[config.mk]
export PLATFORM = sky130hd
export DESIGN_NAME = tsic_top
export DESIGN_NICKNAME = d
export VERILOG_FILES = /design/src/logic/tsic_prio.v /design/src/logic/tsic_stack.v /design/src/logic/tsic_top.v
export VERILOG_INCLUDE_DIRS = /design/src /design/src/common
export SDC_FILE = /design/constraint.sdc
export NUM_CORES = 1
export LEC_CHECK = 0
export BUFFER_PORTS_ARGS = -buffer_cell sky130_fd_sc_hd__buf_4
export CAP_MARGIN = 20
export CORE_ASPECT_RATIO = 1.25
export CORE_UTILIZATION = 51
export DETAILED_ROUTE_END_ITERATION = 7
export HOLD_SLACK_MARGIN = 0.03
export PLACE_DENSITY = 0.88
export SYNTH_ARGS = -nofsm -noshare
export SYNTH_HDL_FRONTEND = slang
export SYNTH_SLANG_ARGS = --single-unit
[constraint.sdc]
create_clock -name sys_clk -period 2.95 [get_ports sys_clk]
set_input_delay 0.295 -clock sys_clk [delete_from_list [all_inputs] [get_ports sys_clk]]
set_output_delay 0.295 -clock sys_clk [all_outputs]
set_load 0.05 [all_outputs]
[src/common/tsic_defs.vh]
// constants of the three-source interrupt controller
// Behaviour
// - The control register keeps the global enable in bit 0, the pin, timer and converter enables in bits 1 to 3 and their pending flags in bits 4 to 6, a one meaning enabled or pending.
// - Bit 7 of the control register does not exist and always reads zero.
// - With the global enable at zero no interrupt is serviced, whatever the source enables say.
// - A timer overflow, a finished conversion or an active pin edge sets the matching pending flag.
// - Servicing an enabled request pushes the program counter and loads the source's vector.
// - Entering any service clears the global enable, so nothing nests until software sets it again.
// - Requests arriving while the global enable is off still set and keep their flags for later.
// - While the return stack is full no request is acknowledged until the stack shrinks.
// - In normal operation the vector jump follows the request by 2 or 3 instruction cycles.
// - After a wake-up from sleep by a request the vector jump comes 3 or 4 instruction cycles later.
// - The interrupt return pops the saved program counter and resumes there.
// - Simultaneous requests are ordered pin first (04H), timer next (08H), converter last (0CH).
// - Servicing a source clears that source's pending flag.
// - The interrupt return also sets the global enable, the plain return leaves it alone.
// - Any pending flag going from low to high wakes the device, whatever the enables.
`ifndef TSIC_DEFS_VH
`define TSIC_DEFS_VH

// ***************************
// control register layout
// ***************************
`define TSIC_GIE_BIT       0
`define TSIC_EN_LSB        1
`define TSIC_EN_MSB        3
`define TSIC_FLAG_LSB      4
`define TSIC_FLAG_MSB      6
`define TSIC_CTRL_RESET    8'h00
`define TSIC_NSRC          3

// ***************************
// register bus map (word index)
// ***************************
`define TSIC_ADDR_W        2
`define TSIC_ADDR_CTRL     2'h0
`define TSIC_ADDR_STAT     2'h1
`define TSIC_DATA_ZERO     32'h00000000
`define TSIC_STAT_DEPTH_LSB 0
`define TSIC_STAT_DEPTH_MSB 2
`define TSIC_STAT_FULL_BIT 3
`define TSIC_STAT_BUSY_BIT 4
`define TSIC_STAT_SRC_LSB  5
`define TSIC_STAT_SRC_MSB  6

// ***************************
// program counter and stack
// ***************************
`define TSIC_PC_W          11
`define TSIC_PC_ZERO       11'h000
`define TSIC_VEC_PIN       11'h004
`define TSIC_VEC_TIMER     11'h008
`define TSIC_VEC_CONV      11'h00c
`define TSIC_STACK_DEPTH   4
`define TSIC_SP_W          3
`define TSIC_IDX_W         2
`define TSIC_SP_ZERO       3'h0
`define TSIC_SP_ONE        3'h1
`define TSIC_SP_FULL       3'h4

// ***************************
// sources and edge select
// ***************************
`define TSIC_SRC_PIN       2'h0
`define TSIC_SRC_TIMER     2'h1
`define TSIC_SRC_CONV      2'h2
`define TSIC_EDGE_OFF      2'h0
`define TSIC_EDGE_RISE     2'h1
`define TSIC_EDGE_FALL     2'h2
`define TSIC_EDGE_BOTH     2'h3

// ***************************
// instruction cycle timing
// ***************************
`define TSIC_DIV_ZERO      2'h0
`define TSIC_DIV_ONE       2'h1
`define TSIC_DIV_LAST      2'h3
`define TSIC_DELAY_RUN     2'h2
`define TSIC_DELAY_WAKE    2'h3
`define TSIC_CNT_ZERO      2'h0
`define TSIC_CNT_ONE       2'h1

`endif

[src/logic/tsic_prio.v]
// fixed-priority selector for the three request sources
`timescale 1ns/1ps
`default_nettype none
`include "tsic_defs.vh"

module tsic_prio (
  input  wire [`TSIC_NSRC-1:0]  req,
  output reg                    anyReq,
  output reg  [1:0]             grantIdx
);

  // ***************************
  // selection
  // ***************************

  // pin beats timer beats converter
  always @* begin
    anyReq   = |req;
    grantIdx = `TSIC_SRC_PIN;
    if (req[`TSIC_SRC_PIN]) begin
      grantIdx = `TSIC_SRC_PIN;
    end else if (req[`TSIC_SRC_TIMER]) begin
      grantIdx = `TSIC_SRC_TIMER;
    end else if (req[`TSIC_SRC_CONV]) begin
      grantIdx = `TSIC_SRC_CONV;
    end
  end

endmodule // tsic_prio
`default_nettype wire

[src/logic/tsic_stack.v]
// return address stack shared by calls and interrupt entries
`timescale 1ns/1ps
`default_nettype none
`include "tsic_defs.vh"

module tsic_stack (
  input  wire                   sys_clk,
  input  wire                   srst,
  input  wire                   push,
  input  wire                   pop,
  input  wire [`TSIC_PC_W-1:0]  pushData,
  output wire [`TSIC_PC_W-1:0]  topData,
  output wire                   full,
  output wire                   empty,
  output wire [`TSIC_SP_W-1:0]  depth
);

  reg  [`TSIC_PC_W-1:0]  mem [0:`TSIC_STACK_DEPTH-1];
  reg  [`TSIC_SP_W-1:0]  sp;
  wire [`TSIC_SP_W-1:0]  spDec;

  // ***************************
  // pointer and storage
  // ***************************

  assign spDec   = sp - `TSIC_SP_ONE;
  assign full    = (sp == `TSIC_SP_FULL);
  assign empty   = (sp == `TSIC_SP_ZERO);
  assign depth   = sp;
  assign topData = mem[spDec[`TSIC_IDX_W-1:0]];

  // push on full and pop on empty are dropped, the pointer never wraps
  always @(posedge sys_clk) begin
    if (srst) begin
      sp <= `TSIC_SP_ZERO;
    end else if (pop && !empty) begin
      sp <= spDec;
    end else if (push && !full) begin
      mem[sp[`TSIC_IDX_W-1:0]] <= pushData;
      sp <= sp + `TSIC_SP_ONE;
    end
  end

endmodule // tsic_stack
`default_nettype wire

[src/logic/tsic_top.v]
// three-source interrupt controller with avalon register slave
//
// Design decisions made here: the Avalon-MM slave port and the address map.
`timescale 1ns/1ps
`default_nettype none
`include "tsic_defs.vh"

module tsic_top (
  input  wire                     sys_clk,
  input  wire                     srst,
  // avalon-mm slave
  input  wire [`TSIC_ADDR_W-1:0]  avsAddress,
  input  wire                     avsRead,
  input  wire                     avsWrite,
  input  wire [31:0]              avsWritedata,
  input  wire [3:0]               avsByteenable,
  output reg  [31:0]              avsReaddata,
  output reg                      avsWaitrequest,
  // request sources
  input  wire                     pinIn,
  input  wire [1:0]               pinEdgeSel,
  input  wire                     timerOverflow,
  input  wire                     convDone,
  // program sequencer
  input  wire                     sleepMode,
  input  wire [`TSIC_PC_W-1:0]    pcCurrent,
  input  wire                     callExec,
  input  wire                     retExec,
  input  wire                     retiExec,
  output reg                      instrTick,
  output reg                      pcLoad,
  output reg  [`TSIC_PC_W-1:0]    pcLoadValue,
  output reg                      irqAck,
  output reg                      wakeUp
);

  localparam ST_IDLE  = 2'h0;
  localparam ST_COUNT = 2'h1;

  reg  [1:0]              state;
  reg  [1:0]              next_state;
  reg  [1:0]              divCnt;
  reg  [1:0]              delayCnt;
  reg  [1:0]              next_delayCnt;
  reg  [1:0]              srcLatched;
  reg  [1:0]              next_srcLatched;
  reg                     pinPrev;
  reg                     globalIrqEnable;
  reg                     next_globalIrqEnable;
  reg  [`TSIC_NSRC-1:0]   srcEnable;
  reg  [`TSIC_NSRC-1:0]   srcFlag;
  reg  [`TSIC_NSRC-1:0]   next_srcFlag;
  reg  [`TSIC_NSRC-1:0]   flagClear;
  reg                     doJump;
  reg  [`TSIC_PC_W-1:0]   vector;
  reg                     pinEdge;
  wire [`TSIC_NSRC-1:0]   setEvent;
  wire [`TSIC_NSRC-1:0]   eligible;
  wire                    anyReq;
  wire [1:0]              grantIdx;
  wire [`TSIC_PC_W-1:0]   stackTop;
  wire                    stackFull;
  wire                    stackEmpty;
  wire [`TSIC_SP_W-1:0]   stackDepth;
  wire                    tickNow;
  wire                    busAccess;
  wire                    ctrlWrite;
  wire                    popNow;
  wire [7:0]              ctrlImage;
  wire [7:0]              ctrlReset;
  wire [7:0]              statImage;

  // ***************************
  // instruction cycle divider
  // ***************************

  // one instruction cycle is four system clocks
  always @(posedge sys_clk) begin
    if (srst) begin
      divCnt <= `TSIC_DIV_ZERO;
    end else begin
      divCnt <= divCnt + `TSIC_DIV_ONE;
    end
  end

  assign tickNow = (divCnt == `TSIC_DIV_LAST);

  // tick also goes out so the sequencer steps in lockstep
  always @(posedge sys_clk) begin
    if (srst) begin
      instrTick <= 1'b0;
    end else begin
      instrTick <= tickNow;
    end
  end

  // ***************************
  // request detection
  // ***************************

  // pin edge per the select code, code zero turns the pin off
  always @* begin
    case (pinEdgeSel)
      `TSIC_EDGE_OFF:  pinEdge = 1'b0;
      `TSIC_EDGE_RISE: pinEdge = pinIn && !pinPrev;
      `TSIC_EDGE_FALL: pinEdge = !pinIn && pinPrev;
      `TSIC_EDGE_BOTH: pinEdge = pinIn ^ pinPrev;
      default:         pinEdge = 1'b0;
    endcase
  end

  always @(posedge sys_clk) begin
    if (srst) begin
      pinPrev <= 1'b0;
    end else begin
      pinPrev <= pinIn;
    end
  end

  // flags set regardless of any enable, so they wait for later service
  assign setEvent[`TSIC_SRC_PIN]   = pinEdge;
  assign setEvent[`TSIC_SRC_TIMER] = timerOverflow;
  assign setEvent[`TSIC_SRC_CONV]  = convDone;

  // ***************************
  // arbitration
  // ***************************

  assign eligible = srcFlag & srcEnable;

  tsic_prio u_prio (
    .req      (eligible),
    .anyReq   (anyReq),
    .grantIdx (grantIdx)
  );

  // ***************************
  // return stack
  // ***************************

  assign popNow = retExec || retiExec;

  tsic_stack u_stack (
    .sys_clk  (sys_clk),
    .srst     (srst),
    .push     (callExec || doJump),
    .pop      (popNow),
    .pushData (pcCurrent),
    .topData  (stackTop),
    .full     (stackFull),
    .empty    (stackEmpty),
    .depth    (stackDepth)
  );

  // ***************************
  // register bus decode
  // ***************************

  assign busAccess = (avsRead || avsWrite) && !avsWaitrequest;
  assign ctrlWrite = avsWrite && !avsWaitrequest && avsByteenable[0] &&
                     (avsAddress == `TSIC_ADDR_CTRL);

  // bit 7 is hard zero
  assign ctrlImage = {1'b0, srcFlag, srcEnable, globalIrqEnable};

  assign statImage = {1'b0, srcLatched, (state != ST_IDLE), stackFull, stackDepth};

  // one wait cycle, then one cycle of waitrequest low
  always @(posedge sys_clk) begin
    if (srst) begin
      avsWaitrequest <= 1'b1;
    end else begin
      avsWaitrequest <= !((avsRead || avsWrite) && avsWaitrequest);
    end
  end

  // read data captured while waiting, stable at the completing edge
  always @(posedge sys_clk) begin
    if (srst) begin
      avsReaddata <= `TSIC_DATA_ZERO;
    end else if (avsRead && avsWaitrequest) begin
      case (avsAddress)
        `TSIC_ADDR_CTRL: avsReaddata <= {24'h000000, ctrlImage};
        `TSIC_ADDR_STAT: avsReaddata <= {24'h000000, statImage};
        default:         avsReaddata <= `TSIC_DATA_ZERO;
      endcase
    end else if (busAccess) begin
      avsReaddata <= avsReaddata;
    end
  end

  // ***************************
  // service sequencer
  // ***************************

  // decide at an instruction tick, count ticks, then jump
  always @* begin
    next_state      = state;
    next_delayCnt   = delayCnt;
    next_srcLatched = srcLatched;
    flagClear       = {`TSIC_NSRC{1'b0}};
    doJump          = 1'b0;
    case (state)
      ST_IDLE: begin
        // global enable gates all, a full stack holds off acknowledge
        if (tickNow && globalIrqEnable && anyReq && !stackFull) begin
          next_state      = ST_COUNT;
          next_srcLatched = grantIdx;
          flagClear[grantIdx] = 1'b1;
          if (sleepMode) begin
            next_delayCnt = `TSIC_DELAY_WAKE;
          end else begin
            next_delayCnt = `TSIC_DELAY_RUN;
          end
        end
      end
      ST_COUNT: begin
        if (tickNow) begin
          if (delayCnt == `TSIC_CNT_ONE) begin
            // a return in the same cycle owns the stack, retry next tick
            if (!popNow && !stackFull) begin
              doJump     = 1'b1;
              next_state = ST_IDLE;
              next_delayCnt = `TSIC_CNT_ZERO;
            end
          end else begin
            next_delayCnt = delayCnt - `TSIC_CNT_ONE;
          end
        end
      end
      default: begin
        next_state    = ST_IDLE;
        next_delayCnt = `TSIC_CNT_ZERO;
      end
    endcase
  end

  always @(posedge sys_clk) begin
    if (srst) begin
      state      <= ST_IDLE;
      delayCnt   <= `TSIC_CNT_ZERO;
      srcLatched <= `TSIC_SRC_PIN;
    end else begin
      state      <= next_state;
      delayCnt   <= next_delayCnt;
      srcLatched <= next_srcLatched;
    end
  end

  // ***************************
  // control register update
  // ***************************

  // software write first, then hardware clear, hardware set wins last
  always @* begin
    next_srcFlag = srcFlag;
    if (ctrlWrite) begin
      next_srcFlag = avsWritedata[`TSIC_FLAG_MSB:`TSIC_FLAG_LSB];
    end
    next_srcFlag = (next_srcFlag & ~flagClear) | setEvent;
  end

  // service entry clears, interrupt return sets, plain return leaves it
  always @* begin
    next_globalIrqEnable = globalIrqEnable;
    if (ctrlWrite) begin
      next_globalIrqEnable = avsWritedata[`TSIC_GIE_BIT];
    end
    if (|flagClear) begin
      next_globalIrqEnable = 1'b0;
    end
    if (retiExec && !stackEmpty) begin
      next_globalIrqEnable = 1'b1;
    end
  end

  // reset image sliced per field so every bit follows the one constant
  assign ctrlReset = `TSIC_CTRL_RESET;

  always @(posedge sys_clk) begin
    if (srst) begin
      globalIrqEnable <= ctrlReset[`TSIC_GIE_BIT];
      srcEnable       <= ctrlReset[`TSIC_EN_MSB:`TSIC_EN_LSB];
      srcFlag         <= ctrlReset[`TSIC_FLAG_MSB:`TSIC_FLAG_LSB];
    end else begin
      globalIrqEnable <= next_globalIrqEnable;
      srcFlag         <= next_srcFlag;
      if (ctrlWrite) begin
        srcEnable <= avsWritedata[`TSIC_EN_MSB:`TSIC_EN_LSB];
      end
    end
  end

  // ***************************
  // program counter outputs
  // ***************************

  always @* begin
    case (srcLatched)
      `TSIC_SRC_PIN:   vector = `TSIC_VEC_PIN;
      `TSIC_SRC_TIMER: vector = `TSIC_VEC_TIMER;
      `TSIC_SRC_CONV:  vector = `TSIC_VEC_CONV;
      default:         vector = `TSIC_VEC_PIN;
    endcase
  end

  // one-cycle load pulse, the value holds until the next load
  always @(posedge sys_clk) begin
    if (srst) begin
      pcLoad      <= 1'b0;
      pcLoadValue <= `TSIC_PC_ZERO;
      irqAck      <= 1'b0;
    end else begin
      pcLoad <= 1'b0;
      irqAck <= 1'b0;
      if (popNow && !stackEmpty) begin
        pcLoad      <= 1'b1;
        pcLoadValue <= stackTop;
      end else if (doJump) begin
        pcLoad      <= 1'b1;
        pcLoadValue <= vector;
        irqAck      <= 1'b1;
      end
    end
  end

  // ***************************
  // wake-up
  // ***************************

  // any rising flag wakes, enables play no part
  always @(posedge sys_clk) begin
    if (srst) begin
      wakeUp <= 1'b0;
    end else begin
      wakeUp <= |(next_srcFlag & ~srcFlag);
    end
  end

endmodule // tsic_top
`default_nettype wire

=== Word level (Yosys, flattened, before mapping) ===
Memory sizes are Yosys's and may differ from the RTL's.
Index checks and enable logic that the tools add are counted.

* Add/subtract/negate cells: 4
* Multiply operators: 0
* Div/mod/pow operators: 0
* Order comparisons: 2
* Equality and inequality tests: 15
* Shift-type cells: 0
* Multiplexer cells: 38
* Bitwise operators: 7
* Reduce and logical (&&, ||, !) cells: 40

{| class="wikitable"
|+ Operators with widths
! kind !! number
|-
| $mux W11 || 2
|-
| $mux W2 || 10
|-
| $logic_and A1 B1 Y1 || 15
|-
| $mux W1 || 15
|-
| $mux W3 || 5
|-
| $pmux W7 S2 || 1
|-
| $eq A2 B1 Y1 const B || 5
|-
| $and A3 B3 Y3 || 3
|-
| $reduce_or A3 Y1 || 3
|-
| $eq A2 B2 Y1 const B || 4
|-
| $ne A2 B2 Y1 const B || 4
|-
| $pmux W2 S2 || 2
|-
| $pmux W4 S2 || 1
|-
| $logic_not A1 Y1 || 7
|-
| $logic_not A2 Y1 || 3
|-
| $not A3 Y3 || 2
|-
| $reduce_bool A2 Y1 || 3
|-
| $pmux W1 S4 || 1
|-
| $reduce_and A4 Y1 || 1
|-
| $add A3 B1 Y3 const B || 1
|-
| $eq A3 B3 Y1 const B || 1
|-
| $logic_not A3 Y1 || 1
|-
| $logic_or A1 B1 Y1 || 3
|-
| $lt A2 B3 Y1 const B || 1
|-
| other kinds (12) || 12
|}

* Bits in registers: 67
* Bits in latches: 0
* Bits in writable memories: 44
* ROM bits: 0
* Output and inout port bits: 48
* Memories: 1

{| class="wikitable"
|+ Memory list
! name !! depth !! bits a word !! rd ports !! clocked after memory_dff !! write ports !! line !! RTL
|-
| u_stack.mem || 4 || 11 || 1 || 0 || 1 || tsic_stack.v:18 || <nowiki>reg [`TSIC_PC_W-1:0] mem [0:`TSIC_STACK_DEPTH-1];</nowiki>
|}

=== Logic depth before layout (Yosys ltp) ===
Gate-level depths: netlist (run 1).

* Depth after elaboration: 15
* Gate-level depth with buffers: 10
* Gate-level depth less buffers: 7

=== Modules after synthesis ===
Synthesis (run 1) repeated with hierarchy kept, for this count alone.

* Cell total of the unflattened synthesis: 323
* Area, all modules: 3860.0 um2

{| class="wikitable"
|+ Modules (own cells, without submodules)
! module !! times used !! cells an instance !! area each (um2)
|-
| tsic_top || 1 || 230 || 1950.6
|-
| tsic_stack || 1 || 90 || 1889.3
|-
| tsic_prio || 1 || 3 || 20.0
|}

=== Worst setup path after synthesis (run 1) ===
No wires, ideal clock.

* Kind: reg2reg
* Start: reg u_stack.sp[0], in the netlist u_stack.depth[0]
* End: mem u_stack.mem[0][0] (netlist name) (enable)
* Setup time: 0.349 ns
* Arrival: 2.255 ns
* Data required time: 2.601 ns
* Slack: 0.346 ns
* Stages on the path, launching flop included: 9
* Path buffers: 3
* Path through: dfxtp_1 -> buf_2 -> buf_2 -> inv_1 -> ha_1 -> and2_1 -> buf_4 -> nor4_1 -> and2_1

* Cells in the longest elaborated chain, start to end: 13
* Elaborated cells between the ends (all ways): 16
* Classes of those cells: 1 x eq/ne; 8 x mux; 7 x reduce/logical

{| class="wikitable"
|+ RTL lines
! item !! line !! RTL
|-
| start, declared || tsic_stack.v:19 || <nowiki>reg [`TSIC_SP_W-1:0] sp;</nowiki>
|-
| start signal, assigned || tsic_stack.v:35 || <nowiki>sp <= `TSIC_SP_ZERO;</nowiki>
|-
| start signal, assigned || tsic_stack.v:37 || <nowiki>sp <= spDec;</nowiki>
|-
| start signal, assigned || tsic_stack.v:40 || <nowiki>sp <= sp + `TSIC_SP_ONE;</nowiki>
|-
| $eq A3 B3 Y1 (no line) || -- ||
|-
| $logic_not A1 Y1 || tsic_stack.v:38, tsic_top.v:221 ||
|-
| $logic_and A1 B1 Y1 || tsic_top.v:221 || <nowiki>if (!popNow && !stackFull) begin</nowiki>
|-
| $mux W1 || tsic_top.v:221 ||
|-
| $mux W1 || tsic_top.v:219 || <nowiki>if (delayCnt == `TSIC_CNT_ONE) begin</nowiki>
|-
| $mux W1 || tsic_top.v:218 || <nowiki>if (tickNow) begin</nowiki>
|-
| $mux W1 || tsic_top.v:203 || <nowiki>case (state)</nowiki>
|-
| $logic_or A1 B1 Y1 || tsic_top.v:146 || <nowiki>.push (callExec || doJump),</nowiki>
|-
| $logic_and A1 B1 Y1 || tsic_stack.v:38 || <nowiki>end else if (push && !full) begin</nowiki>
|-
| $mux W1 || tsic_stack.v:38 ||
|-
| $mux W1 || tsic_stack.v:36 || <nowiki>end else if (pop && !empty) begin</nowiki>
|-
| $mux W1 || tsic_stack.v:34 || <nowiki>if (srst) begin</nowiki>
|-
| $mux W1 || tsic_stack.v:39 || <nowiki>mem[sp[`TSIC_IDX_W-1:0]] <= pushData;</nowiki>
|-
| end, declared || tsic_stack.v:18 ||
|}

Parallel ways exist; a longest one is shown, timed or not.

=== Final worst setup path (run 1) ===
* Start: reg u_stack.sp[1], in the netlist u_stack.depth[1]
* End: mem u_stack.mem[3][3] (netlist name) (enable)

Same word-level chain as after synthesis.

==> results of run 1 <==
-- metrics by stage --
step	cells	cell area (um2)	power, uW
2_1_floorplan	321	3820	2500
3_3_place_gp	433	4130	2780
3_5_place_dp	433	4130	2830
4_1_cts	449	4320	3620
5_1_grt	449	4320	3760
6_report	449	4320	3600
-- worst max-delay path, cell delays in order, from the launching register on --
cell and delay [ns]:
dfxtp_1 0.42, inv_1 0.11, ha_1 0.20, and2_1 0.29, nor4_1 0.48, and2_1 0.59
-- path summary, 6_finish.rpt --
path / end / cells past startpoint
setup / recovery: u_stack.mem[3][3] / 5
hold / removal: u_stack.mem[2][8] / 1
setup reg to reg: u_stack.mem[3][3] / 5
hold reg to reg: divCnt[0] / 1
-- final cells by class --
cell class	instances	area share [%]
well taps	90	2.60
flip-flops and latches	85	49.5
inverters	10	0.868
repair buffers	60	10.4
clock inverters	6	1.48
multi-input cells	188	32.1
clock buffers	10	2.95
-- cell usage after synthesis (2+ instances only) --
library cell  instances  share of area (%)
dfxtp_1              41                 22
buf_2                 4               0.54
inv_1                10                1.0
nor3_1                4               0.54
buf_4                27                5.4
xnor2_1               3               0.70
nand4_1               3               0.50
mux2i_1               5                1.3
nand2_1              14                1.4
a21oi_2               2               0.47
edfxtp_1             44                 35
mux4_2               11                6.6
nor4_1                2               0.34
nor2b_1               3               0.50
a21oi_1               9                1.2
clkbuf_1              7               0.70
nor3b_1               2               0.40
a22oi_1              18                3.6
mux2_2               11                3.3
a211oi_1              3               0.60
a211o_1               2               0.47
ha_1                 10                3.4
and2_1                5               0.84
o21ai_0               2               0.27
nor2_1               39                3.9
-- power groups by stage --
stage	Clock, uW	Sequential (uW)	Combinational, uW
after detailed placement	0	1510	1320
final	798	1480	1320
after global routing	847	1500	1420
after global placement	0	1500	1280
after floorplan	0	1730	770
after CTS	804	1480	1330
-- per-layer routing --
metal / track usage [%] / part of all wire, % / up-vias
met3: 3.19 / 4.7 / 6
met4: 8.97 / 1.1 / 0
li1: - / - / 1140
met2: 36.5 / 55 / 86
met5: 0 / 0 / -
met1: 22.5 / 39 / 1209
-- sequential cells by signal (all words and copies together) (netlist names) --
signal	flops
pinPrev	1
u_stack.mem	44
u_stack.depth	3
srcEnable	3
pcLoad	1
srcFlag	3
divCnt	2
avsWaitrequest	1
pcLoadValue	11
instrTick	1
delayCnt	2
avsReaddata	7
wakeUp	1
globalIrqEnable	1
irqAck	1
srcLatched	2
state	1
-- kinds of logic (layout without fill, tap and decap cells) --
| kind of cell | Yosys count | count (layout) | share of synthesized area [%] |
|---|---|---|---|
| adders and majority gates | 10 | 10 | 3.36 |
| AOI/OAI and AO/OA | 46 | 46 | 9.30 |
| and+or+nand+nor | 77 | 77 | 10.1 |
| DFF | 85 | 85 | 57.4 |
| xor gates and xnor gates | 3 | 3 | 0.705 |
| other | 1 | 25 | 0.101 |
| muxes | 27 | 27 | 11.3 |
| buffers and inverters | 48 | 86 | 7.68 |
==> metrics, run 1 <==
DRT antenna net count 0; Final Slew Violations 0; DRC 0; maximum clock rate 407 MHz; combinational share of power a little over a third; switching power 1310 uW; clk_lat worst skew roughly 0.35 ns; Initial Utilization 53.1%; setup slack at placement 0.480 ns; CTS sink count 85; most common cell after layout, fill and taps aside buf_4; gr usage total between 20% and 30%; Flop pwr share 41.3%; CTS Buf Count 9; first-pass GRT wire length 11,500 um; CTS Buffer Depth 2; Peak supply drop 0.660 mV; Unique masters post-synth 41; pin count of the biggest net entering global routing 43; flop2flop setup slack between 0.4 and 0.5 ns; most frequent cells in the layout buf_4 (60), edfxtp_1 (44), dfxtp_1 (41); Avg Inst Size Synth around 13 um2; RSZ-0062 raised after global routing no; Internal roughly 2300 uW; Die Ht 97.6 um; # diodes 0; io pins 110; period utilisation layout a little over four fifths; Slew headroom 59.3%; Leak roughly 0.0017 uW; Worst Tran Pin Value 0.610 ns; area of the multi-input gates about 0.0014 mm2; Worst Setup SP u_stack.depth[1]; critical path peak fanout 11; CTS tree done; TritonRoute pass-1 iters 5; P&R area growth vs syn 16.0%; die area 0.00766 mm2; root buf cell clkbuf_8; pwr dens 832 mW/mm2; Clk pwr share 22.2%; #FFs+latches synth 85; Hold WC Path Type in2reg; vias per cell 5.44; DR WL/cell 16.0 um; HP Start pcCurrent[8]; Async SR Flop Fraction 0%; Critical Path End Type flip-flop; num rows 34; area of the core around 0.007 mm2; # hold bufs at CTS 0; Vias 2,441; Final HPWL DP 4990 um; layout cells sized above 1 29.5%; Die X 78.5 um; Post-CTS Setup Repair Bufs 0; Layout fillers 530; number of flops mapped to enable cells by yosys 44; warnings from Yosys 0; post-synthesis sequential area ratio 57.4%; Hold Vio Cnt, Final 0; status completed; Worst R2R Start u_stack.depth[1]; Primary FF master, synth edfxtp_1; Critical Path Start Type flip-flop; Crit Path Category reg2reg; Detailed Route Iter0 Violations 180; initial antenna violation count 0; CTS resizes 0; Fin Hold WS 0.139 ns; CP Data Required Time between 2 and 3 ns; CP arrival 2.45 ns; register area approximately 0.0021 mm2; setup ws final ~0.49 ns; Routed WL 7190 um; clock transition at the registers of the reported paths 0.08 ns; Max-cap violations 0; fin util roughly three fifths; vias in the first global route 2,441; Post-Syn Instances ~300; setup TNS 0 ns; final net count 426; Fin Clk Skew 0.00547 ns; routability cong. 0.789; setup violators final 0; CTS H-Tree Depth 3; Mapped Area 0.00373 mm2; gr ovfl total 0; Final min period 2.46 ns; Port Buffer Count 56; Sw Ratio 36.4%
(Power assumes the default switching activity.)
==> run 2: changes to the inputs <==
==> constraint.sdc (replaced) <==
create_clock -name sys_clk -period 2.3 [get_ports sys_clk]
set_input_delay 0.23 -clock sys_clk [delete_from_list [all_inputs] [get_ports sys_clk]]
set_output_delay 0.23 -clock sys_clk [all_outputs]
set_load 0.05 [all_outputs]
==> run 2 against run 1 <==
Die area unchanged. Clock-buffer cell count down 1. Flip-flop and latch count unchanged. Final area up 1.2%. Combinational power up 33%. Critical path depth up 3. Clock power up 34%. Clock skew up 0.0025 ns. Cell count up 0.45%. Register-to-register slack worse by 0.16 ns. Non-clock buffer count up 2. Largest cell class unchanged.
==> metrics, run 2 (same netlist as run 1, synthesis figures left out) <==
Final HPWL DP 5300 um (+6.1%); setup ws final 0.327 ns (-0.163 ns); DRC 0 (unchanged); final net count 428 (+0.47%); Detailed Route Iter0 Violations 105 (-42%); # diodes 0 (unchanged); # hold bufs at CTS 0 (unchanged); Initial Utilization 53.1% (unchanged); DR WL/cell 16.9 um (+5.5%); layout cells sized above 1 31.9% (+2.3 points); pwr dens 1080 mW/mm2 (+30%); Max-cap violations 0 (unchanged); Hold WC Path Type in2reg; clock transition at the registers of the reported paths 0.09 ns (about the same); RSZ-0062 raised after global routing no; Vias 2,459 (+0.74%); period utilisation layout 85.8% (+2.4 points); Slew headroom 63.0% (+3.7 points); Leak 0.00171 uW (+1.5%); combinational share of power 37.2% (+0.6 points); CTS resizes 0 (unchanged); CTS Buf Count 9 (unchanged); area of the multi-input gates 0.00142 mm2 (+1.8%); Critical-path top delay cell dfxtp_1; Die X 78.5 um (unchanged); setup slack at placement 0.345 ns (-0.135 ns); CTS Buffer Depth 2 (unchanged); P&R area growth vs syn 17.3%; CTS H-Tree Depth 3 (unchanged); num rows 34 (unchanged); register area 0.00214 mm2 (unchanged); gr ovfl total 0 (unchanged); maximum clock rate 507 MHz (+25%); CP Data Required Time 2.52 ns (-0.42 ns); gr usage total 21.5% (+1.5 points); initial antenna violation count 0 (unchanged); routability cong. 0.816 (+3.5%); Hold Vio Cnt, Final 0 (unchanged); die area 0.00766 mm2 (unchanged); Flop pwr share 40.2% (-1.1 points); DRT antenna net count 0 (unchanged); Routed WL 7610 um (+6.0%); Port Buffer Count 56 (unchanged); fin cells 451 (+0.45%); setup violators final 0 (unchanged); setup TNS 0 ns (unchanged); status completed; root buf cell clkbuf_8; CTS tree done; clk_lat worst skew 0.36 ns (about the same); io pins 110 (unchanged); placed cells 435 (+0.46%); vias per cell 5.45 (+0.29%); Crit Path Category reg2reg; most common cell after layout, fill and taps aside buf_4; Layout fillers 547 (+3.2%); critical path peak fanout 6 (-5); CP arrival 2.20 ns (-0.25 ns); area of the core 0.00702 mm2 (unchanged); max reg flops 44 (unchanged); Die Ht 97.6 um (unchanged); flop2flop setup slack 0.33 ns (-0.16 ns); Critical Path End Type flip-flop; Sw Ratio 37.0% (+0.58 points); first-pass GRT wire length 12,100 um (+5.0%); TritonRoute pass-1 iters 5 (unchanged); Max stage delay on crit path 0.42 ns (-0.17 ns); CP Cell Sequence inv_1 -> ha_1 -> and2_1 -> buf_4 -> nor3_4 -> a32oi_2 -> nor3b_1 -> a211oi_1; Final Slew Violations 0 (unchanged); pin count of the biggest net entering global routing 43 (unchanged); Peak supply drop 1.13 mV (+71%); Worst Tran Pin Value 0.552 ns (-0.0576 ns); Final min period 1.97 ns (-0.487 ns); switching power 1750 uW (+34%); Fin Clk Skew 0.00793 ns (+0.00246 ns); CTS sink count 85 (unchanged); most frequent cells in the layout buf_4 (62), edfxtp_1 (44), dfxtp_1 (41); Internal 2980 uW (+30%); Post-CTS Setup Repair Bufs 0 (unchanged); Critical Path Start Type flip-flop; Clk pwr share 22.6% (+0.4 points); vias in the first global route 2,488 (+1.9%)
## run 2: cell count changes in the layout (fill, tap and decap cells not counted), sizes merged
cell,previous run,this run
buf,60,62
clkbuf,10,9
clkinv,4,1
inv,10,14
## run 2: stage by stage
stage | area (um2) | power (uW) | hold WS (ns) | util (%)
after floorplan | 3850 | 3230 | 0.329 | -
after global placement | 4170 | 3600 | 0.407 | 59.4
after detailed placement | 4170 | 3670 | 0.410 | 59.4
after CTS | 4370 | 4760 | 0.0423 | 62.3
after global routing | 4370 | 4930 | 0.0495 | 62.3
final | 4370 | 4730 | 0.0633 | 62.3
## run 2: per-layer routing
layer / vias to the layer above / global-route usage (%) / share of wire, %
met4: 0 / 10.1 / 2.1
met1: 1186 / 24.0 / 39
met2: 109 / 37.3 / 52
met3: 14 / 5.92 / 6.5
met5: - / 0 / 0
li1: 1150 / - / -
## run 2: layout make-up
type / count / share of cell area (%)
clock buffers: 9 / 2.83
clock inverters: 7 / 1.77
repair buffers: 62 / 10.6
flip-flops and latches: 85 / 49.0
inverters: 10 / 0.858
well taps: 90 / 2.57
multi-input cells: 188 / 32.4
## run 2: critical path, delay by kind of cell, from the launching register on
kind	cells	cell delay, ns
DFF	1	0.42
AOI/OAI and AO/OA	2	0.21
buffers and inverters	2	0.30
and+or+nand+nor	3	0.72
adders and majority gates	1	0.21
## run 2: final timing paths
kind                            cells past startpoint             start                end
worst max-delay path                                8  u_stack.depth[1]        delayCnt[1]
worst min-delay path                                1      pcCurrent[7]  u_stack.mem[1][7]
worst max register to register                      8  u_stack.depth[1]        delayCnt[1]
worst min register to register                      1         divCnt[0]          divCnt[0]
## run 2: power groups by stage
stage          registers, uW  logic [uW]  clock network [uW]
3_3_place_gp            1920        1680                   0
6_report                1900        1760                1070
5_1_grt                 1920        1860                1150
2_1_floorplan           2220        1020                   0
3_5_place_dp            1930        1740                   0
4_1_cts                 1900        1760                1100
==> run 3: changes to the inputs <==
--- a/config.mk
+++ b/config.mk
@@ -10,9 +10,11 @@
 export CAP_MARGIN = 20
 export CORE_ASPECT_RATIO = 1.25
 export CORE_UTILIZATION = 51
+export CTS_CLUSTER_DIAMETER = 120
 export DETAILED_ROUTE_END_ITERATION = 7
 export HOLD_SLACK_MARGIN = 0.03
 export PLACE_DENSITY = 0.88
+export RECOVER_POWER = 25
 export SYNTH_ARGS = -nofsm -noshare
 export SYNTH_HDL_FRONTEND = slang
 export SYNTH_SLANG_ARGS = --single-unit
==> run 3 against run 2 <==
Wire length up 0.54%. Flip-flop and latch count unchanged. Clock-buffer cell count unchanged. Critical path type unchanged. Total power about the same. Critical path depth unchanged.
==> metrics, run 3 (same netlist as run 1, synthesis figures left out) <==
status completed; CP Cell Sequence inv_1 -> ha_1 -> and2_1 -> buf_4 -> nor3_4 -> a32oi_2 -> nor3b_1 -> a211oi_1; Clk pwr share 22.8% (+0.2 points); CTS H-Tree Depth 3 (unchanged); max reg flops 44 (unchanged); Routed WL 7650 um (+0.54%); reg2reg path depth 8 (unchanged); WHS Endpoint u_stack.mem[1][2]; Final min period 1.97 ns (+0.000107 ns); gr ovfl total 0 (unchanged); Vias 2,478 (+0.77%); TritonRoute pass-1 iters 4 (-1); Slew headroom 64.0% (+0.92 points); final net count 428 (unchanged); Post-CTS Setup Repair Bufs 0 (unchanged); CP bufs+invs 2 (unchanged); setup ws final 0.327 ns (-0.000107 ns); Layout fillers 561 (+2.6%); flop2flop setup slack 0.33 ns (about the same); area of the core 0.00702 mm2 (unchanged); maximum clock rate 507 MHz (about the same); Max-cap violations 0 (unchanged); HP Start pcCurrent[2]; Worst R2R End delayCnt[1]; Leak 0.00167 uW (-2.1%); Hold WC Path Type in2reg; DRC 0 (unchanged); initial antenna violation count 0 (unchanged); period utilisation layout 85.8% (about the same); gr usage total 21.5% (unchanged); critical path peak fanout 6 (unchanged); Critical Path End Type flip-flop; setup violators final 0 (unchanged); clock transition at the registers of the reported paths 0.09 ns (about the same); setup slack at placement 0.345 ns (unchanged); P&R area growth vs syn 16.3%; Die X 78.5 um (unchanged); layout cells sized above 1 29.1% (-2.8 points); Hold Vio Cnt, Final 0 (unchanged); Fin Hold WS 0.0723 ns (+0.00906 ns); vias in the first global route 2,488 (unchanged); # hold bufs at CTS 0 (unchanged); combinational share of power 37.0% (-0.2 points); CP arrival 2.20 ns (about the same); fin util 61.8% (-0.53 points); Final HPWL DP 5300 um (unchanged); switching power 1750 uW (+0.33%); Critical-path top delay cell dfxtp_1; CTS tree done; Worst Tran Pin Value 0.538 ns (-0.0138 ns); Die Ht 97.6 um (unchanged); CP Data Required Time 2.53 ns (about the same); num rows 34 (unchanged); Initial Utilization 53.1% (unchanged); Worst R2R Start u_stack.depth[1]; Critical Path Start Type flip-flop; Crit Path Category reg2reg; register area 0.00214 mm2 (unchanged); Max stage delay on crit path 0.42 ns (about the same); DRT antenna net count 0 (unchanged); pwr dens 1090 mW/mm2 (+0.83%); Flop pwr share 40.2% (about the same); first-pass GRT wire length 12,100 um (unchanged); clk_lat worst skew 0.37 ns (about the same); Internal 2970 uW (-0.25%); Detailed Route Iter0 Violations 120 (+14%); CTS resizes 0 (unchanged); most frequent cells in the layout buf_4 (52), edfxtp_1 (44), dfxtp_1 (41); most common cell after layout, fill and taps aside buf_4; vias per cell 5.49 (+0.77%); RSZ-0062 raised after global routing no; Port Buffer Count 56 (unchanged); CTS sink count 85 (unchanged); CP delay by family, top simple AND/OR/NAND/NOR gates; Peak supply drop 1.14 mV (+1.0%); routability cong. 0.816 (unchanged); io pins 110 (unchanged); CTS Buf Count 9 (unchanged); Final Slew Violations 0 (unchanged); Sw Ratio 37.1% (+0.13 points); DR WL/cell 17.0 um (+0.54%); area of the multi-input gates 0.00142 mm2 (unchanged); setup TNS 0 ns (unchanged); hold path depth 1 (unchanged); die area 0.00766 mm2 (unchanged); # diodes 0 (unchanged); pin count of the biggest net entering global routing 43 (unchanged); root buf cell clkbuf_8; CTS Buffer Depth 2 (unchanged); Fin Clk Skew 0.00939 ns (+0.00146 ns)
==> run 3: changes by cell type in the layout (fill, tap and decap cells not counted) <==
cell,change
buf_4,-10
clkbuf_1,+10
==> run 3: routing by layer <==
metal  wire length, um  part of all wire (%)  vias up  track usage [%]
met5                 0                     0        -                0
met4               183                   2.4        0             10.1
met3               467                   6.1       17             5.92
met2              4010                    52      108             37.3
met1              2990                    39     1206             24.0
li1                  -                     -     1147                -
==> run 3: layout make-up <==
| cell class | instances | share of cell area [%] |
|---|---|---|
| well taps | 90 | 2.60 |
| inverters | 10 | 0.866 |
| clock inverters | 7 | 1.79 |
| repair buffers | 62 | 9.87 |
| multi-input cells | 188 | 32.6 |
| clock buffers | 9 | 2.86 |
| flip-flops and latches | 85 | 49.4 |
==> run 3: stage by stage <==
step	power, uW	instances	area [um2]
5_1_grt	4920	451	4340
3_3_place_gp	3600	435	4170
6_report	4730	451	4340
3_5_place_dp	3670	435	4170
2_1_floorplan	3230	321	3850
4_1_cts	4760	451	4370
==> run 3: how the worst max path moves through the flow <==
stage / cells after the start / start / slack [ns] / to
after CTS: 8 / u_stack.depth[1] / 0.32 / delayCnt[1]
after floorplan: 8 / u_stack.depth[0] / 0.02 / u_stack.mem[0][0]
after global routing: 8 / u_stack.depth[1] / 0.17 / delayCnt[1]
after global placement: 8 / u_stack.depth[1] / 0.44 / delayCnt[1]
after detailed placement: 8 / u_stack.depth[1] / 0.35 / delayCnt[1]
final: 8 / u_stack.depth[1] / 0.33 / delayCnt[1]
==> run 3: power groups by stage <==
| stage | clock, uW | combinational, uW | sequential, uW |
|---|---|---|---|
| finish | 1080 | 1750 | 1900 |
| global route | 1150 | 1850 | 1920 |
| CTS | 1100 | 1760 | 1900 |
| detailed placement | 0 | 1740 | 1930 |
| global placement | 0 | 1680 | 1920 |
| floorplan | 0 | 1020 | 2220 |
